File: config.mk
export PLATFORM = sky130hd
export DESIGN_NAME = ltx_tx_config
export DESIGN_NICKNAME = d
export VERILOG_FILES = /design/src/core/ltx_pkg.sv /design/src/core/ltx_tx_config.sv
export SDC_FILE = /design/constraint.sdc
export NUM_CORES = 1
export LEC_CHECK = 0
export ABC_AREA = 1
export BUFFER_PORTS_ARGS = -buffer_cell sky130_fd_sc_hd__buf_2
export CAP_MARGIN = 20
export CORE_AREA = 5 5 69 71
export CTS_BUF_LIST = sky130_fd_sc_hd__clkbuf_2 sky130_fd_sc_hd__clkbuf_4 sky130_fd_sc_hd__clkbuf_8
export DETAILED_ROUTE_END_ITERATION = 10
export DIE_AREA = 0 0 74 76
export HOLD_SLACK_MARGIN = 0.1
export PLACE_DENSITY = 0.73
export SETUP_SLACK_MARGIN = 0.1
export SLEW_MARGIN = 10
export SYNTH_ARGS = -nofsm -noshare
export SYNTH_HDL_FRONTEND = slang
export SYNTH_SLANG_ARGS = --single-unit
File: constraint.sdc
create_clock -name clk_i -period 1.1 [get_ports clk_i]
set_input_delay 0.055 -clock clk_i [delete_from_list [all_inputs] [get_ports clk_i]]
set_output_delay 0.055 -clock clk_i [all_outputs]
set_load 0.05 [all_outputs]
File: src/core/ltx_pkg.sv
// Package for the per-channel transmit path configuration registers
package ltx_pkg;

   localparam int unsigned ADDR_W = 8;
   localparam int unsigned DATA_W = 8;
   localparam int unsigned NUM_CH = 2;

   // Register offsets
   localparam logic [7:0] OFS_TX_CONFIG_A_CH1 = 8'h04;
   localparam logic [7:0] OFS_TX_CONFIG_B_CH1 = 8'h05;
   localparam logic [7:0] OFS_TX_CONFIG_A_CH2 = 8'h24;
   localparam logic [7:0] OFS_TX_CONFIG_B_CH2 = 8'h25;
   localparam logic [7:0] OFS_CH_STRIDE       = 8'h20;

   // Field positions, register A
   localparam int unsigned A_TX_OFF_BIT  = 4;
   localparam int unsigned A_INVERT_BIT  = 3;
   localparam int unsigned A_EDGE_BIT    = 2;
   localparam int unsigned A_MODE_LSB    = 0;
   localparam logic [7:0]  A_DEFINED_MSK = 8'h1F;

   // Field positions, register B
   localparam int unsigned B_DRIVER_FAILURE_MONITOR_DISABLE_BIT = 5;
   localparam int unsigned B_HIZ_BIT     = 4;
   localparam int unsigned B_PULSE_LSB   = 0;
   localparam logic [7:0]  B_DEFINED_MSK = 8'h3F;

   // Reset values
   localparam logic [7:0] A_RESET = 8'h00;
   localparam logic [7:0] B_RESET = 8'h10;

   // Mode field codes
   localparam logic [1:0] MODE_HDB3_B8ZS = 2'h0;
   localparam logic [1:0] MODE_AMI       = 2'h1;

   // Pulse template codes
   localparam logic [3:0] PULSE_E1_LAST     = 4'h1;
   localparam logic [3:0] PULSE_DSX1_LAST   = 4'h6;
   localparam logic [3:0] PULSE_J1          = 4'h7;
   localparam logic [3:0] PULSE_DS1_FIRST   = 4'h8;
   localparam logic [3:0] PULSE_DS1_LAST    = 4'hB;

   typedef enum logic [1:0] {
      LTX_ENC_HDB3_B8ZS,
      LTX_ENC_AMI,
      LTX_ENC_BYPASS
   } ltx_encoder_e;

   typedef enum logic [2:0] {
      LTX_TPL_E1,
      LTX_TPL_DSX1,
      LTX_TPL_J1,
      LTX_TPL_DS1_LBO,
      LTX_TPL_USER
   } ltx_template_e;

   // Register bus request
   typedef struct packed {
      logic [ADDR_W-1:0] addr;
      logic [DATA_W-1:0] wdata;
      logic              wr;
      logic              rd;
   } ltx_bus_req_s;

   // Decoded per-channel controls
   typedef struct packed {
      logic          tx_power_down;
      logic          driver_enable;
      logic          transmit_data_invert;
      logic          transmit_clock_edge_select;
      logic          single_rail_select;
      ltx_encoder_e  encoder;
      logic          driver_failure_monitor_enable;
      ltx_template_e template_class;
      logic [1:0]    ds1_build_out;
      logic [3:0]    pulse_template_select;
   } ltx_ch_ctrl_s;

endpackage : ltx_pkg

File: src/core/ltx_tx_config.sv
// Transmit path configuration registers for both line channels
//
// Function
// - Each channel has both registers; channel two sits 0x20 above channel one.
// - Power-down bit set stops transmitter and floats its line driver.
// - Invert bit zero: transmit data active high; one: active low.
// - Edge bit zero samples dual rail on falling clock; one on rising.
// - Mode 00 enables HDB3/B8ZS encoder and shaper, single rail data.
// - Mode 01 enables AMI encoder and shaper, single rail data.
// - Mode 1x bypasses encoder, dual rail data on positive/negative pins.
// - Monitor disable bit zero keeps driver failure monitor on; one turns off.
// - High impedance bit, reset one, floats only the driver.
// - Template field selects E1, DSX1, J1, DS1 build-out or user waveform.
//
// Our own choice: the strobed register port.
`timescale 1ns/1ps

module ltx_tx_config
   import ltx_pkg::*;
(
   // Clock and reset
   input  wire logic                       clk_i,
   input  wire logic                       resetn_i,
   // Register port
   input  wire ltx_pkg::ltx_bus_req_s      bus_req_i,
   output logic [ltx_pkg::DATA_W-1:0]      bus_rdata_o,
   // Per-channel decoded controls
   output ltx_pkg::ltx_ch_ctrl_s           ch_ctrl_o [ltx_pkg::NUM_CH]
);
   import ltx_pkg::*;

   ////////////////////////////////////////////////////////////////////////////
   // State

   // Only the defined bits of each register are kept: reserved positions are
   // masked on write, so the stored copy is exactly what software reads back
   // and what the control decode sees
   typedef struct packed {
      logic [NUM_CH-1:0][DATA_W-1:0] cfg_a;
      logic [NUM_CH-1:0][DATA_W-1:0] cfg_b;
      logic [DATA_W-1:0]             rdata;
   } ltx_state_s;

   ltx_state_s state_q;
   ltx_state_s state_d;

   ////////////////////////////////////////////////////////////////////////////
   // Address decode

   logic [NUM_CH-1:0] hit_a;
   logic [NUM_CH-1:0] hit_b;

   always_comb
   begin
      // Each register answers at one offset only; channel two repeats the
      // map one stride higher
      hit_a[0] = (bus_req_i.addr == OFS_TX_CONFIG_A_CH1);
      hit_b[0] = (bus_req_i.addr == OFS_TX_CONFIG_B_CH1);
      hit_a[1] = (bus_req_i.addr == OFS_TX_CONFIG_A_CH2);
      hit_b[1] = (bus_req_i.addr == OFS_TX_CONFIG_B_CH2);
   end

   ////////////////////////////////////////////////////////////////////////////
   // Access qualifiers

   // A strobe acts only on the register whose offset it matches; write and
   // read strobes never come together, so neither needs priority
   logic [NUM_CH-1:0] wr_a;
   logic [NUM_CH-1:0] wr_b;
   logic [NUM_CH-1:0] rd_a;
   logic [NUM_CH-1:0] rd_b;

   always_comb
   begin
      for (int c = 0; c < NUM_CH; c++)
      begin
         wr_a[c] = bus_req_i.wr && hit_a[c];
         wr_b[c] = bus_req_i.wr && hit_b[c];
         rd_a[c] = bus_req_i.rd && hit_a[c];
         rd_b[c] = bus_req_i.rd && hit_b[c];
      end
   end

   ////////////////////////////////////////////////////////////////////////////
   // Next state

   always_comb
   begin
      state_d = state_q;

      // Write path: reserved bits are never stored, so they read zero
      for (int c = 0; c < NUM_CH; c++)
      begin
         if (wr_a[c])
         begin
            state_d.cfg_a[c] = bus_req_i.wdata & A_DEFINED_MSK;
         end
         // Top bits of B are dropped even if software breaks the zero convention
         if (wr_b[c])
         begin
            state_d.cfg_b[c] = bus_req_i.wdata & B_DEFINED_MSK;
         end
      end

      // Read path: data stands in the cycle after the strobe only and is zero
      // otherwise, which also covers unmapped offsets
      state_d.rdata = '0;
      for (int c = 0; c < NUM_CH; c++)
      begin
         if (rd_a[c])
         begin
            state_d.rdata = state_q.cfg_a[c];
         end
         if (rd_b[c])
         begin
            state_d.rdata = state_q.cfg_b[c];
         end
      end
   end

   always_ff @(posedge clk_i)
   begin
      if (!resetn_i)
      begin
         // Every channel leaves reset powered up but with its driver floated
         for (int c = 0; c < NUM_CH; c++)
         begin
            state_q.cfg_a[c] <= A_RESET;
            state_q.cfg_b[c] <= B_RESET;
         end
         state_q.rdata <= '0;
      end
      else
      begin
         state_q <= state_d;
      end
   end

   ////////////////////////////////////////////////////////////////////////////
   // Read data

   // Registered, so the bus sees a settled value for the whole cycle
   assign bus_rdata_o = state_q.rdata;

   ////////////////////////////////////////////////////////////////////////////
   // Control decode, one copy per channel
   //
   // The controls are plain levels taken straight from the stored fields, so a
   // write reaches the transmit path right after the edge that stores it.
   // Nothing is registered a second time: each channel stays in step with its
   // own register copy and no extra flip-flops are spent.

   for (genvar c = 0; c < NUM_CH; c++)
   begin : g_ch

      // Stored copies of this channel's two registers
      logic [DATA_W-1:0] cfg_a;
      logic [DATA_W-1:0] cfg_b;

      // Raw fields
      logic              pd_bit;
      logic              invert_bit;
      logic              edge_bit;
      logic [1:0]        mode;
      logic              driver_failure_monitor_disable_bit;
      logic              hiz_bit;
      logic [3:0]        pulse;

      // Template class flags, at most one high; none means the user waveform
      logic              tpl_e1;
      logic              tpl_dsx1;
      logic              tpl_j1;
      logic              tpl_ds1;

      // Decoded selections
      ltx_encoder_e      encoder;
      logic              single_rail;
      ltx_template_e     template_class;
      logic              driver_on;
      logic              monitor_on;

      // Assembled control word
      ltx_ch_ctrl_s      ctrl;

      ////////////////////////////////////////////////////////////////////////
      // Field extraction

      assign cfg_a       = state_q.cfg_a[c];
      assign cfg_b       = state_q.cfg_b[c];
      assign pd_bit      = cfg_a[A_TX_OFF_BIT];
      assign mode        = cfg_a[A_MODE_LSB +: 2];
      assign driver_failure_monitor_disable_bit = cfg_b[B_DRIVER_FAILURE_MONITOR_DISABLE_BIT];
      assign hiz_bit     = cfg_b[B_HIZ_BIT];
      assign pulse       = cfg_b[B_PULSE_LSB +: 4];

      ////////////////////////////////////////////////////////////////////////
      // Data polarity and sampling edge

      // Polarity applies to whichever rail format the mode selects; the edge
      // only matters for dual rail input, which is sampled directly
      assign invert_bit  = cfg_a[A_INVERT_BIT];
      assign edge_bit    = cfg_a[A_EDGE_BIT];

      ////////////////////////////////////////////////////////////////////////
      // Line driver

      // Either power-down or high impedance floats the driver; only
      // power-down stops the rest of the path, so the encoder and shaper
      // keep running while the line is merely floated
      assign driver_on = !pd_bit && !hiz_bit;

      ////////////////////////////////////////////////////////////////////////
      // Driver failure monitor

      // The stored bit disables the monitor, so reset leaves it running
      assign monitor_on = !driver_failure_monitor_disable_bit;

      ////////////////////////////////////////////////////////////////////////
      // Encoder and rail selection

      // Both codes with the upper bit set bypass the encoder; the lower bit
      // is then a don't-care and is not decoded at all
      always_comb
      begin
         if (mode == MODE_HDB3_B8ZS)
         begin
            encoder     = LTX_ENC_HDB3_B8ZS;
            single_rail = 1'b1;
         end
         else if (mode == MODE_AMI)
         begin
            encoder     = LTX_ENC_AMI;
            single_rail = 1'b1;
         end
         else
         begin
            encoder     = LTX_ENC_BYPASS;
            single_rail = 1'b0;
         end
      end

      ////////////////////////////////////////////////////////////////////////
      // Pulse template class

      assign tpl_e1   = (pulse <= PULSE_E1_LAST);
      assign tpl_dsx1 = (pulse > PULSE_E1_LAST) && (pulse <= PULSE_DSX1_LAST);
      assign tpl_j1   = (pulse == PULSE_J1);
      assign tpl_ds1  = (pulse >= PULSE_DS1_FIRST) && (pulse <= PULSE_DS1_LAST);

      // Every code above the DS1 range falls through to the user waveform
      always_comb
      begin
         if (tpl_e1)
         begin
            template_class = LTX_TPL_E1;
         end
         else if (tpl_dsx1)
         begin
            template_class = LTX_TPL_DSX1;
         end
         else if (tpl_j1)
         begin
            template_class = LTX_TPL_J1;
         end
         else if (tpl_ds1)
         begin
            template_class = LTX_TPL_DS1_LBO;
         end
         else
         begin
            template_class = LTX_TPL_USER;
         end
      end

      ////////////////////////////////////////////////////////////////////////
      // Control word

      always_comb
      begin
         ctrl                               = '0;
         ctrl.tx_power_down                 = pd_bit;
         ctrl.driver_enable                 = driver_on;
         ctrl.transmit_data_invert          = invert_bit;
         ctrl.transmit_clock_edge_select    = edge_bit;
         ctrl.single_rail_select            = single_rail;
         ctrl.encoder                       = encoder;
         ctrl.driver_failure_monitor_enable = monitor_on;
         ctrl.template_class                = template_class;
         // 0000 and 0001 both map to E1; the index tells the shaper which
         ctrl.pulse_template_select         = pulse;
         // Meaningful for the DS1 codes only; 00 is 0 dB, 11 the deepest step
         ctrl.ds1_build_out                 = pulse[1:0];
      end

      assign ch_ctrl_o[c] = ctrl;

   end : g_ch

endmodule : ltx_tx_config

==> results of run 1 <==
## layer usage
layer | routed length, µm | up-vias | track usage, %
li1 | - | 789 | -
met1 | 1690 | 705 | 18.5
met2 | 2130 | 55 | 25.5
met3 | 299 | 2 | 4.09
met4 | 12 | 0 | 1.63
met5 | 0 | - | 0
## through the flow
step	hold WS (ns)	instances	instance area, µm²	power [µW]	setup TNS (ns)
floorplan	0.193	222	1620	1150	0
global placement	0.347	309	1830	1210	0
detailed placement	0.346	309	1830	1210	-0.0435
CTS	0.157	319	2180	2020	-0.276
global route	0.163	320	2310	2080	-0.589
finish	0.159	320	2310	1990	-0.326
## repair_timing
action	4_1_cts	5_1_grt
pin swaps	5	4
gates resized for setup	79	45
cloned	0	0
endpoints found under the setup margin	27	32
endpoints found under the hold margin	9	0
buffers inserted	0	1
hold buffers	6	0
## power groups by stage
stage / Sequential, µW / Combinational [µW] / Clock [µW]
3_3_place_gp: 1040 / 166 / 0
4_1_cts: 1010 / 190 / 812
2_1_floorplan: 1040 / 106 / 0
3_5_place_dp: 1040 / 170 / 0
6_report: 999 / 194 / 801
5_1_grt: 1000 / 212 / 870
## area by class of cell
cell class,count,area share [%]
clock buffer,3,1.79
clock inverter,1,1.30
inverter,26,4.33
multi-input combinational,133,33.6
sequential,28,25.8
tap,52,2.81
timing repair buffer,77,30.4
## how the worst min path moves through the flow
| stage | end | slack [ns] | cells after the start |
|---|---|---|---|
| 3_5_place_dp | g_ch[1].cfg_b[5] | 0.35 | 3 |
| 2_1_floorplan | g_ch[0].cfg_a[0] | 0.19 | 2 |
| 6_report | g_ch[0].cfg_b[0] | 0.16 | 3 |
| 4_1_cts | g_ch[0].cfg_b[4] | 0.16 | 2 |
| 5_1_grt | g_ch[0].cfg_b[1] | 0.16 | 3 |
| 3_3_place_gp | g_ch[1].cfg_b[5] | 0.35 | 3 |
## critical path, delay by kind of cell, from the launching register on
family | cells | cell delay, ns
AOI/OAI and AO/OA | 1 | 0.21
and+or+nand+nor | 1 | 0.03
DFF | 1 | 0.35
buffers and inverters | 2 | 0.29
## cell usage after synthesis
| cell | n |
|---|---|
| a21oi_1 | 22 |
| a31oi_1 | 2 |
| buf_2 | 2 |
| buf_4 | 27 |
| buf_6 | 2 |
| clkbuf_1 | 4 |
| conb_1 | 1 |
| dfxtp_1 | 28 |
| inv_1 | 24 |
| inv_2 | 2 |
| nand2_1 | 27 |
| nand2_2 | 3 |
| nand3_1 | 21 |
| nand3_2 | 2 |
| nand3_4 | 1 |
| nand4_1 | 6 |
| nor2_1 | 20 |
| nor2_2 | 3 |
| nor2_4 | 1 |
| nor2_8 | 1 |
| o21ai_0 | 15 |
| o21ai_1 | 7 |
## registers in the layout, summed over array words and instances, names as in the netlist
register / flops
g_ch.cfg_a: 10
g_ch.cfg_b: 12
bus_rdata_o: 6
## cell families (layout without fill, tap and decap cells)
group	count (synthesis)	in the layout	share of synthesized area, %
buffers and inverters	61	107	22.2
other	1	2	0.239
AO/OA/AOI/OAI	46	46	14.8
AND/OR/NAND/NOR	85	85	27.1
flip-flops	28	28	35.7
==> run metrics, run 1 <==
Die W=approximately 74 µm; Crit Path Max Fanout=2; largest net degree at the start of global routing=24; Ys Warns=0; ANT nets after route=0; Comb power frac=9.7%; Syn Area/Cell=approximately 7.1 µm²; Place WS=-0.0193 ns; RePlAce Congestion=around 0.8; fmax=just over 0.8 GHz; first-pass GRT wire length=approximately 7000 µm; WL/cell=approximately 13 µm; Post-DP HPWL=about 3100 µm; Slew Limit Fails=0; TritonCTS clock tree=yes; total grt overflow=0; initial core utilization=37.6%; Reg-to-Reg End=bus_rdata_o[0]; Critical Path End=ch_ctrl_o[24]; CTS Buf Count=3; r2r setup slk=0.20 ns; main area contributors after synthesis=dfxtp_1 (36%), buf_4 (13%), a21oi_1 (7.0%), nand3_1 (6.7%), nand2_1 (6.5%); Clk pwr share=~40%; antenna diode count=0; share of the synthesized area in the top cell type=about 36%; synth-to-layout area growth=47.3%; FF-to-FF Start=g_ch[0].cfg_b[0]; crit path cell chain=a31oi_4 -> buf_4 -> nor2_4 -> buf_6; vias in the first global route=around 1500; Root Driver=clkbuf_8; antenna violations before repair=0; failing checks=setup timing; I/O Buffers=57; cell row count=24; sequential share of the synthesized area=about 36%; GRT Overall Usage=14.8%; DR vias/cell=just under 5; R2R depth=5; crit path from=g_ch[0].cfg_b[2]; Switching Power=about 440 µW; final cycle utilization of the critical path=110%; Core Region=~4200 µm²; startpoint types=flop; Fin. Hold Viols=0; die height=about 76 µm; WS Path Type=reg -> out; Internal=between 1500 and 2000 µW; Post-layout nets=between 200 and 300; synthesized cell area=1570 µm²; final period demand of the worst path=1.21 ns; FILL cells=388; sequential power share=roughly half; FF+latch count, synth=28; Sw Share=between 20 and 25%; Post-Syn Instances=~220; CP Data Arrival Time=1.15 ns; max_cap viols=0; Worst VDD drop=934 µV; P per Cell Area=approximately 860 nW/µm²; outcome=finished with violations; Final setup viols=5; layout cells sized above 1=between 40 and 50%; Layout Skew=around 0.0027 ns; Netlist cell types=22; Largest stage delay, worst path=~0.35 ns; Post-route DRC=0; I/O pin cnt=between 60 and 70; Slowest cell on crit path=dfxtp_2; Initial DRT Pass Iterations=4; Synth area leader=dfxtp_1; most frequent cells in the layout=nand2_1 (24), buf_2 (23), a21oi_1 (21); Reg clk slew, reported paths=0.09 ns; H-tree depth=1; utilization after layout=approximately 55%; Via Count=about 1600; smallest setup slack after layout=-0.106 ns; Clock Tree Buf Depth=2; Worst-Skew Late Latency=0.27 ns; DRT Wirelength=~4100 µm; Hold Path Class=in -> reg; commonest non-fill, non-tap cell in the layout=nand2_1; nature of the critical path endpoint=output pin; RSZ-0062 raised after global routing=yes; Sink Count=28; worst hold start=bus_req_i[1]; area of the multi-input gates=777 µm²; Leakage=around 0.0010 µW; Worst Path Required=between 1 and 1.5 ns; initial detailed-routing violation count=between 100 and 150; Die Footprint=5620 µm²; Reg area=between 500 and 600 µm²
No activity file was read; power rests on OpenSTA's default activity.
==> inputs of run 2 (changes only) <==
ABC_AREA = unset   (was 1)
CORE_AREA = 5 5 72 74   (was 5 5 69 71)
DIE_AREA = 0 0 77 79   (was 0 0 74 76)
PLACE_DENSITY = 0.72   (was 0.73)
==> run metrics, run 2 <==
Crit Path Max Fanout=6 (was 2); antenna violations before repair=0 (unchanged); I/O pin cnt=62 (unchanged); I/O Buffers=57 (unchanged); fmax=0.874 GHz (was 0.829 GHz); synthesized cell area=1720 µm² (was 1570 µm²); RSZ-0062 raised after global routing=yes (unchanged); Post-route DRC=0 (unchanged); max_cap viols=0 (unchanged); Initial DRT Pass Iterations=4 (unchanged); Post-Syn Instances=209 (was 221); Post-layout nets=287 (was 289); vias in the first global route=1648 (was 1512); Final Non-Filler Cells=319 (was 320); antenna diode count=0 (unchanged); cell row count=25 (was 24); ys async rst share=0% (unchanged); initial detailed-routing violation count=237 (was 109); Inst Count DP=298 (was 309); initial core utilization=37.9% (was 37.6%); main area contributors after synthesis=dfxtp_1 (33%), buf_4 (12%), nand4_1 (9.8%), o31ai_1 (8.7%), a21oi_1 (6.4%) (was dfxtp_1 (36%), buf_4 (13%), a21oi_1 (7.0%), nand3_1 (6.7%), nand2_1 (6.5%)); GRT Overall Usage=16.8% (was 14.8%); Slowest cell on crit path=dfxtp_4 (was dfxtp_2); startpoint types=flop (unchanged); Worst-Skew Late Latency=0.27 ns (about the same); nature of the critical path endpoint=output pin (unchanged); worst hold start=resetn_i (was bus_req_i[1]); first-pass GRT wire length=8620 µm (was 6810 µm); Biggest register=g_ch.cfg_b (unchanged); H-tree depth=1 (unchanged); Layout Skew=0.00341 ns (was 0.00268 ns); Via Count=1878 (was 1551); outcome=finished with violations (unchanged); Hold Path Depth=2 (was 3); total grt overflow=0 (unchanged); Worst VDD drop=419 µV (was 934 µV); WS Path Type=reg -> out (unchanged); CTS Buf Count=3 (unchanged); WHS Endpoint=g_ch[1].cfg_b[4] (was g_ch[0].cfg_b[0]); most frequent cells in the layout=buf_4 (37), nand4_1 (27), buf_2 (24) (was nand2_1 (24), buf_2 (23), a21oi_1 (21)); sequential share of the synthesized area=32.6% (was 35.7%); WL/cell=17.7 µm (was 12.9 µm); Die Footprint=6080 µm² (was 5620 µm²); Slew Limit Fails=0 (unchanged); Hold Path Class=in -> reg (unchanged); Ys Warns=0 (unchanged); Top FF cell, synth=dfxtp_1 (unchanged); Setup Total Neg Slack=-0.129 ns (was -0.326 ns); Reg clk slew, reported paths=0.09 ns (about the same); largest net degree at the start of global routing=23 (was 24); smallest setup slack after layout=-0.0445 ns (was -0.106 ns); Fin. Hold Viols=0 (unchanged); Root Driver=clkbuf_8 (unchanged); Post-DP HPWL=3460 µm (was 3060 µm); final cycle utilization of the critical path=104% (was 110%); Reg area=604 µm² (was 597 µm²); commonest cells in the netlist=dfxtp_1 (28), buf_4 (27), nand4_1 (27), a21oi_1 (22), o31ai_1 (20) (was dfxtp_1 (28), buf_4 (27), nand2_1 (27), inv_1 (24), a21oi_1 (22)); r2r setup slk=0.06 ns (was 0.20 ns); FF+latch count, synth=28 (unchanged); Largest register FFs=12 (unchanged); Largest stage delay, worst path=0.38 ns (was 0.35 ns); CP Data Arrival Time=1.09 ns (was 1.15 ns); TritonCTS clock tree=yes (unchanged); Synth area leader=dfxtp_1 (unchanged); Final setup viols=5 (unchanged); Netlist cell types=32 (was 22); Reg-to-Reg End=bus_rdata_o[3] (was bus_rdata_o[0]); FF-to-FF Start=g_ch[0].cfg_b[3] (was g_ch[0].cfg_b[0]); Post-synth EDFFs=0 (unchanged); failing checks=setup timing (unchanged); DR vias/cell=5.89 (was 4.85); Core Region=4540 µm² (was 4170 µm²); DRT Wirelength=5640 µm (was 4140 µm); ANT nets after route=0 (unchanged); final period demand of the worst path=1.14 ns (was 1.21 ns); most common cell in the netlist=dfxtp_1 (unchanged); Leakage=0.00100 µW (was 0.00104 µW); P per Cell Area=731 nW/µm² (was 863 nW/µm²); Sink Count=28 (unchanged); RePlAce Congestion=0.804 (was 0.801); layout cells sized above 1=56.6% (was 45.9%); Die W=77 µm (was 74 µm); Worst Path Required=1.04 ns (about the same); Syn Area/Cell=8.23 µm² (was 7.11 µm²); share of the synthesized area in the top cell type=32.6% (was 35.7%); crit path cell chain=inv_2 -> nand4_1 -> o21ai_2 -> buf_6 (was a31oi_4 -> buf_4 -> nor2_4 -> buf_6); R2R depth=4 (was 5); commonest non-fill, non-tap cell in the layout=buf_4 (was nand2_1); die height=79 µm (was 76 µm); area of the multi-input gates=1030 µm² (was 777 µm²); FILL cells=386 (was 388); synth-to-layout area growth=49.4% (was 47.3%); Clock Tree Buf Depth=2 (unchanged)
==> run 2: cells by family after synthesis <==
family / after synthesis / share of synthesized area [%]
AOI/OAI and AO/OA: 60 / 22.0
buffers and inverters: 53 / 18.5
DFF: 28 / 32.6
muxes: 6 / 3.86
and+or+nand+nor: 61 / 22.9
other: 1 / 0.218
==> run 2: stage by stage <==
step / util, % / hold slack, ns / worst slack [ns] / power, µW / instance area (µm²)
global placement: 44.1 / 0.319 / -0.125 / 1300 / 2000
finish: 56.6 / 0.0845 / -0.0445 / 1880 / 2570
global route: 56.6 / 0.0915 / -0.0873 / 1950 / 2570
CTS: 51.1 / 0.178 / -0.0207 / 1850 / 2320
detailed placement: 44.1 / 0.321 / -0.161 / 1300 / 2000
floorplan: - / 0.135 / -0.116 / 1190 / 1770
==> run 2: per-layer routing <==
| metal | global-route usage (%) | share of wire [%] | up-vias |
|---|---|---|---|
| met2 | 25.9 | 48 | 93 |
| met1 | 23.5 | 42 | 884 |
| li1 | - | - | 882 |
| met4 | 5.33 | 2.6 | 0 |
| met5 | 0 | 0 | - |
| met3 | 3.63 | 8.0 | 19 |
==> run 2: where the power goes <==
group	internal [µW]	switching [µW]	total [µW]
clock	246	312	558
sequential	989	1.51	991
combinational	135	193	328
total	1370	507	1880
==> run 2: area by class of cell <==
| cell class | count | area share (%) |
|---|---|---|
| multi-input combinational | 129 | 40.2 |
| inverter | 7 | 1.02 |
| timing repair buffer | 98 | 31.0 |
| sequential | 28 | 23.5 |
| clock buffer | 3 | 1.61 |
| tap | 54 | 2.63 |
==> run 2: how the worst max path moves through the flow <==
stage,end,slack [ns],depth (start not counted),start
after floorplan,ch_ctrl_o[7],-0.12,2,g_ch[1].cfg_b[3]
after global placement,g_ch[0].cfg_a[0],-0.13,4,bus_req_i[11]
after detailed placement,g_ch[0].cfg_a[0],-0.16,4,bus_req_i[11]
after CTS,ch_ctrl_o[23],-0.02,4,g_ch[0].cfg_b[0]
after global routing,ch_ctrl_o[23],-0.09,4,g_ch[0].cfg_b[0]
final,ch_ctrl_o[7],-0.04,4,g_ch[1].cfg_b[3]
==> run 2: timing repair <==
item,CTS,global route
hold buffers,7,0
pin swaps,8,11
resized for setup,58,64
endpoints found under the hold margin,27,0
setup endpoints to repair,33,39
setup buffers,7,4
gates cloned,0,1
==> run 2: worst max-delay path, delay by kind of cell, from the launching register on <==
kind	cells	cell delay, ns
AO/OA/AOI/OAI	1	0.09
buffers and inverters	2	0.25
flip-flops	1	0.38
AND/OR/NAND/NOR	1	0.10
==> inputs of run 3 (changes only) <==
clock period = 1.2 ns   (was 1.1 ns; I/O delays follow)
==> run metrics, run 3 (synthesis gave the netlist of run 2 again) <==
I/O pin cnt=62 (unchanged); crit path cell chain=inv_2 -> nand4_1 -> o21ai_2 -> buf_6 (unchanged); Fin. Hold Viols=0 (unchanged); H-tree depth=1 (unchanged); I/O Buffers=57 (unchanged); outcome=complete, no violations (was finished with violations); initial core utilization=37.9% (unchanged); Worst Path Required=1.14 ns (was 1.04 ns); Slowest cell on crit path=dfxtp_4 (unchanged); Post-DP Area=2010 µm² (was 2000 µm²); cell row count=25 (unchanged); Layout Skew=0.00185 ns (was 0.00341 ns); DRT Wirelength=5480 µm (was 5640 µm); nature of the critical path endpoint=output pin (unchanged); Clk pwr share=33.2% (was 29.7%); Final setup viols=0 (was 5); Initial DRT Pass Iterations=4 (unchanged); Post-DP HPWL=3540 µm (was 3460 µm); Slew Limit Fails=0 (unchanged); TritonCTS clock tree=yes (unchanged); initial detailed-routing violation count=201 (was 237); CP Data Arrival Time=1.09 ns (about the same); Leakage=0.000963 µW (was 0.00100 µW); first-pass GRT wire length=8290 µm (was 8620 µm); vias in the first global route=1681 (was 1648); antenna violations before repair=0 (unchanged); largest net degree at the start of global routing=23 (unchanged); WL/cell=17.0 µm (was 17.7 µm); RePlAce Congestion=0.842 (was 0.804); crit-path leading delay family=flip-flops (unchanged); DR vias/cell=5.79 (was 5.89); RSZ-0062 raised after global routing=yes (unchanged); Biggest register=g_ch.cfg_b (unchanged); utilization after layout=52.9% (was 56.6%); worst slew pin tran=0.542 ns; Worst-Skew Late Latency=0.27 ns (about the same); WS Path Type=reg -> out (unchanged); ANT nets after route=0 (unchanged); Die Footprint=6080 µm² (unchanged); Worst VDD drop=485 µV (was 419 µV); Via Count=1863 (was 1878); total grt overflow=0 (unchanged); Crit Path Max Fanout=6 (unchanged); Largest register FFs=12 (unchanged); most frequent cells in the layout=buf_2 (44), buf_4 (33), nand4_1 (27) (was buf_4 (37), nand4_1 (27), buf_2 (24)); Reg clk slew, reported paths=0.10 ns (was 0.09 ns); Clock Tree Buf Depth=2 (unchanged); Sw Share=26.4% (was 27.0%); max_cap viols=0 (unchanged); worst path buffer plus inverter count=2 (unchanged); Core Region=4540 µm² (unchanged); startpoint types=flop (unchanged); sequential power share=50.4% (was 52.8%); commonest non-fill, non-tap cell in the layout=buf_2 (was buf_4); Largest stage delay, worst path=0.38 ns (about the same); die height=79 µm (unchanged); Slew HR=a little under two thirds; Sink Count=28 (unchanged); design area=2400 µm² (was 2570 µm²); fmax=a little under 0.9 GHz; synth-to-layout area growth=39.5% (was 49.4%); Post-route DRC=0 (unchanged); final period demand of the worst path=about 1.2 ns; Root Driver=clkbuf_8 (unchanged); antenna diode count=0 (unchanged); Comb power frac=16.4% (was 17.5%); CTS Buf Count=3 (unchanged); Switching Power=478 µW (was 507 µW); layout cells sized above 1=48.1% (was 56.6%); Hold Path Class=in -> reg (unchanged); final cycle utilization of the critical path=a little over nine tenths; Post-layout nets=289 (was 287); Internal=1330 µW (was 1370 µW); P per Cell Area=754 nW/µm² (was 731 nW/µm²); GRT Overall Usage=16.3% (was 16.8%); Die W=77 µm (unchanged)
run 3: changes by cell type in the layout (fill, tap and decap cells not counted), moves of 4 or more:
cell and delta:
dfxtp_1 +6, buf_4 -4, dlygate4sd3_1 +4, buf_2 +20
clkbuf_4 -4, dfxtp_2 -4, buf_8 -4, buf_6 -11
run 3: metrics by stage:
step	setup WS, ns	total power, µW	cells	TNS [ns]	hold WS [ns]
6_report	0.0468	1810	322	0	0.194
5_1_grt	-0.0125	1870	322	-0.0125	0.222
4_1_cts	0.0532	1780	317	0	0.186
3_5_place_dp	-0.0992	1200	300	-1.03	0.320
3_3_place_gp	-0.0782	1200	300	-0.598	0.322
2_1_floorplan	-0.0212	1080	210	-0.0259	0.140
run 3: area by class of cell:
type	count	area [µm²]
repair buffers	100	713
well taps	54	67.6
fillers	411	2140
flip-flops and latches	28	592
clock buffers	4	55.1
inverters	7	26.3
multi-input cells	129	945
run 3: worst min-delay path: cells and delay by family:
kind                   cells  cell delay, ns
multiplexers               1            0.15
buffers and inverters      1            0.14
AND/OR/NAND/NOR            1            0.07
run 3: final timing paths:
| path | endpoint | slack, ns | cells past startpoint | startpoint |
|---|---|---|---|---|
| worst max-delay path | ch_ctrl_o[7] | 0.05 | 4 | g_ch[1].cfg_b[3] |
| worst max register to register | bus_rdata_o[0] | 0.10 | 3 | g_ch[1].cfg_b[0] |
| worst min register to register | g_ch[1].cfg_a[0] | 0.50 | 2 | g_ch[1].cfg_a[0] |
| worst min-delay path | bus_rdata_o[5] | 0.19 | 3 | bus_req_i[15] |
run 3: layer usage:
metal	share of wire, %	GRT usage [%]	up-vias
met5	0	0	-
met4	1.7	5.50	0
met3	8.1	3.97	10
met2	47	26.7	99
met1	43	21.0	867
li1	-	-	887
run 3: power groups by stage:
stage	registers [µW]	logic (µW)	clock network, µW
global route	913	314	642
finish	913	296	601
global placement	952	244	0
detailed placement	952	246	0
floorplan	953	131	0
CTS	917	266	602
run 3: what timing repair did:
| action | 4_1_cts | 5_1_grt |
|---|---|---|
| hold buffers | 7 | 4 |
| resized for setup | 27 | 26 |
| pin swaps | 2 | 9 |
| endpoints found under the setup margin | 13 | 18 |
| setup buffers | 6 | 2 |
| endpoints found under the hold margin | 27 | 1 |
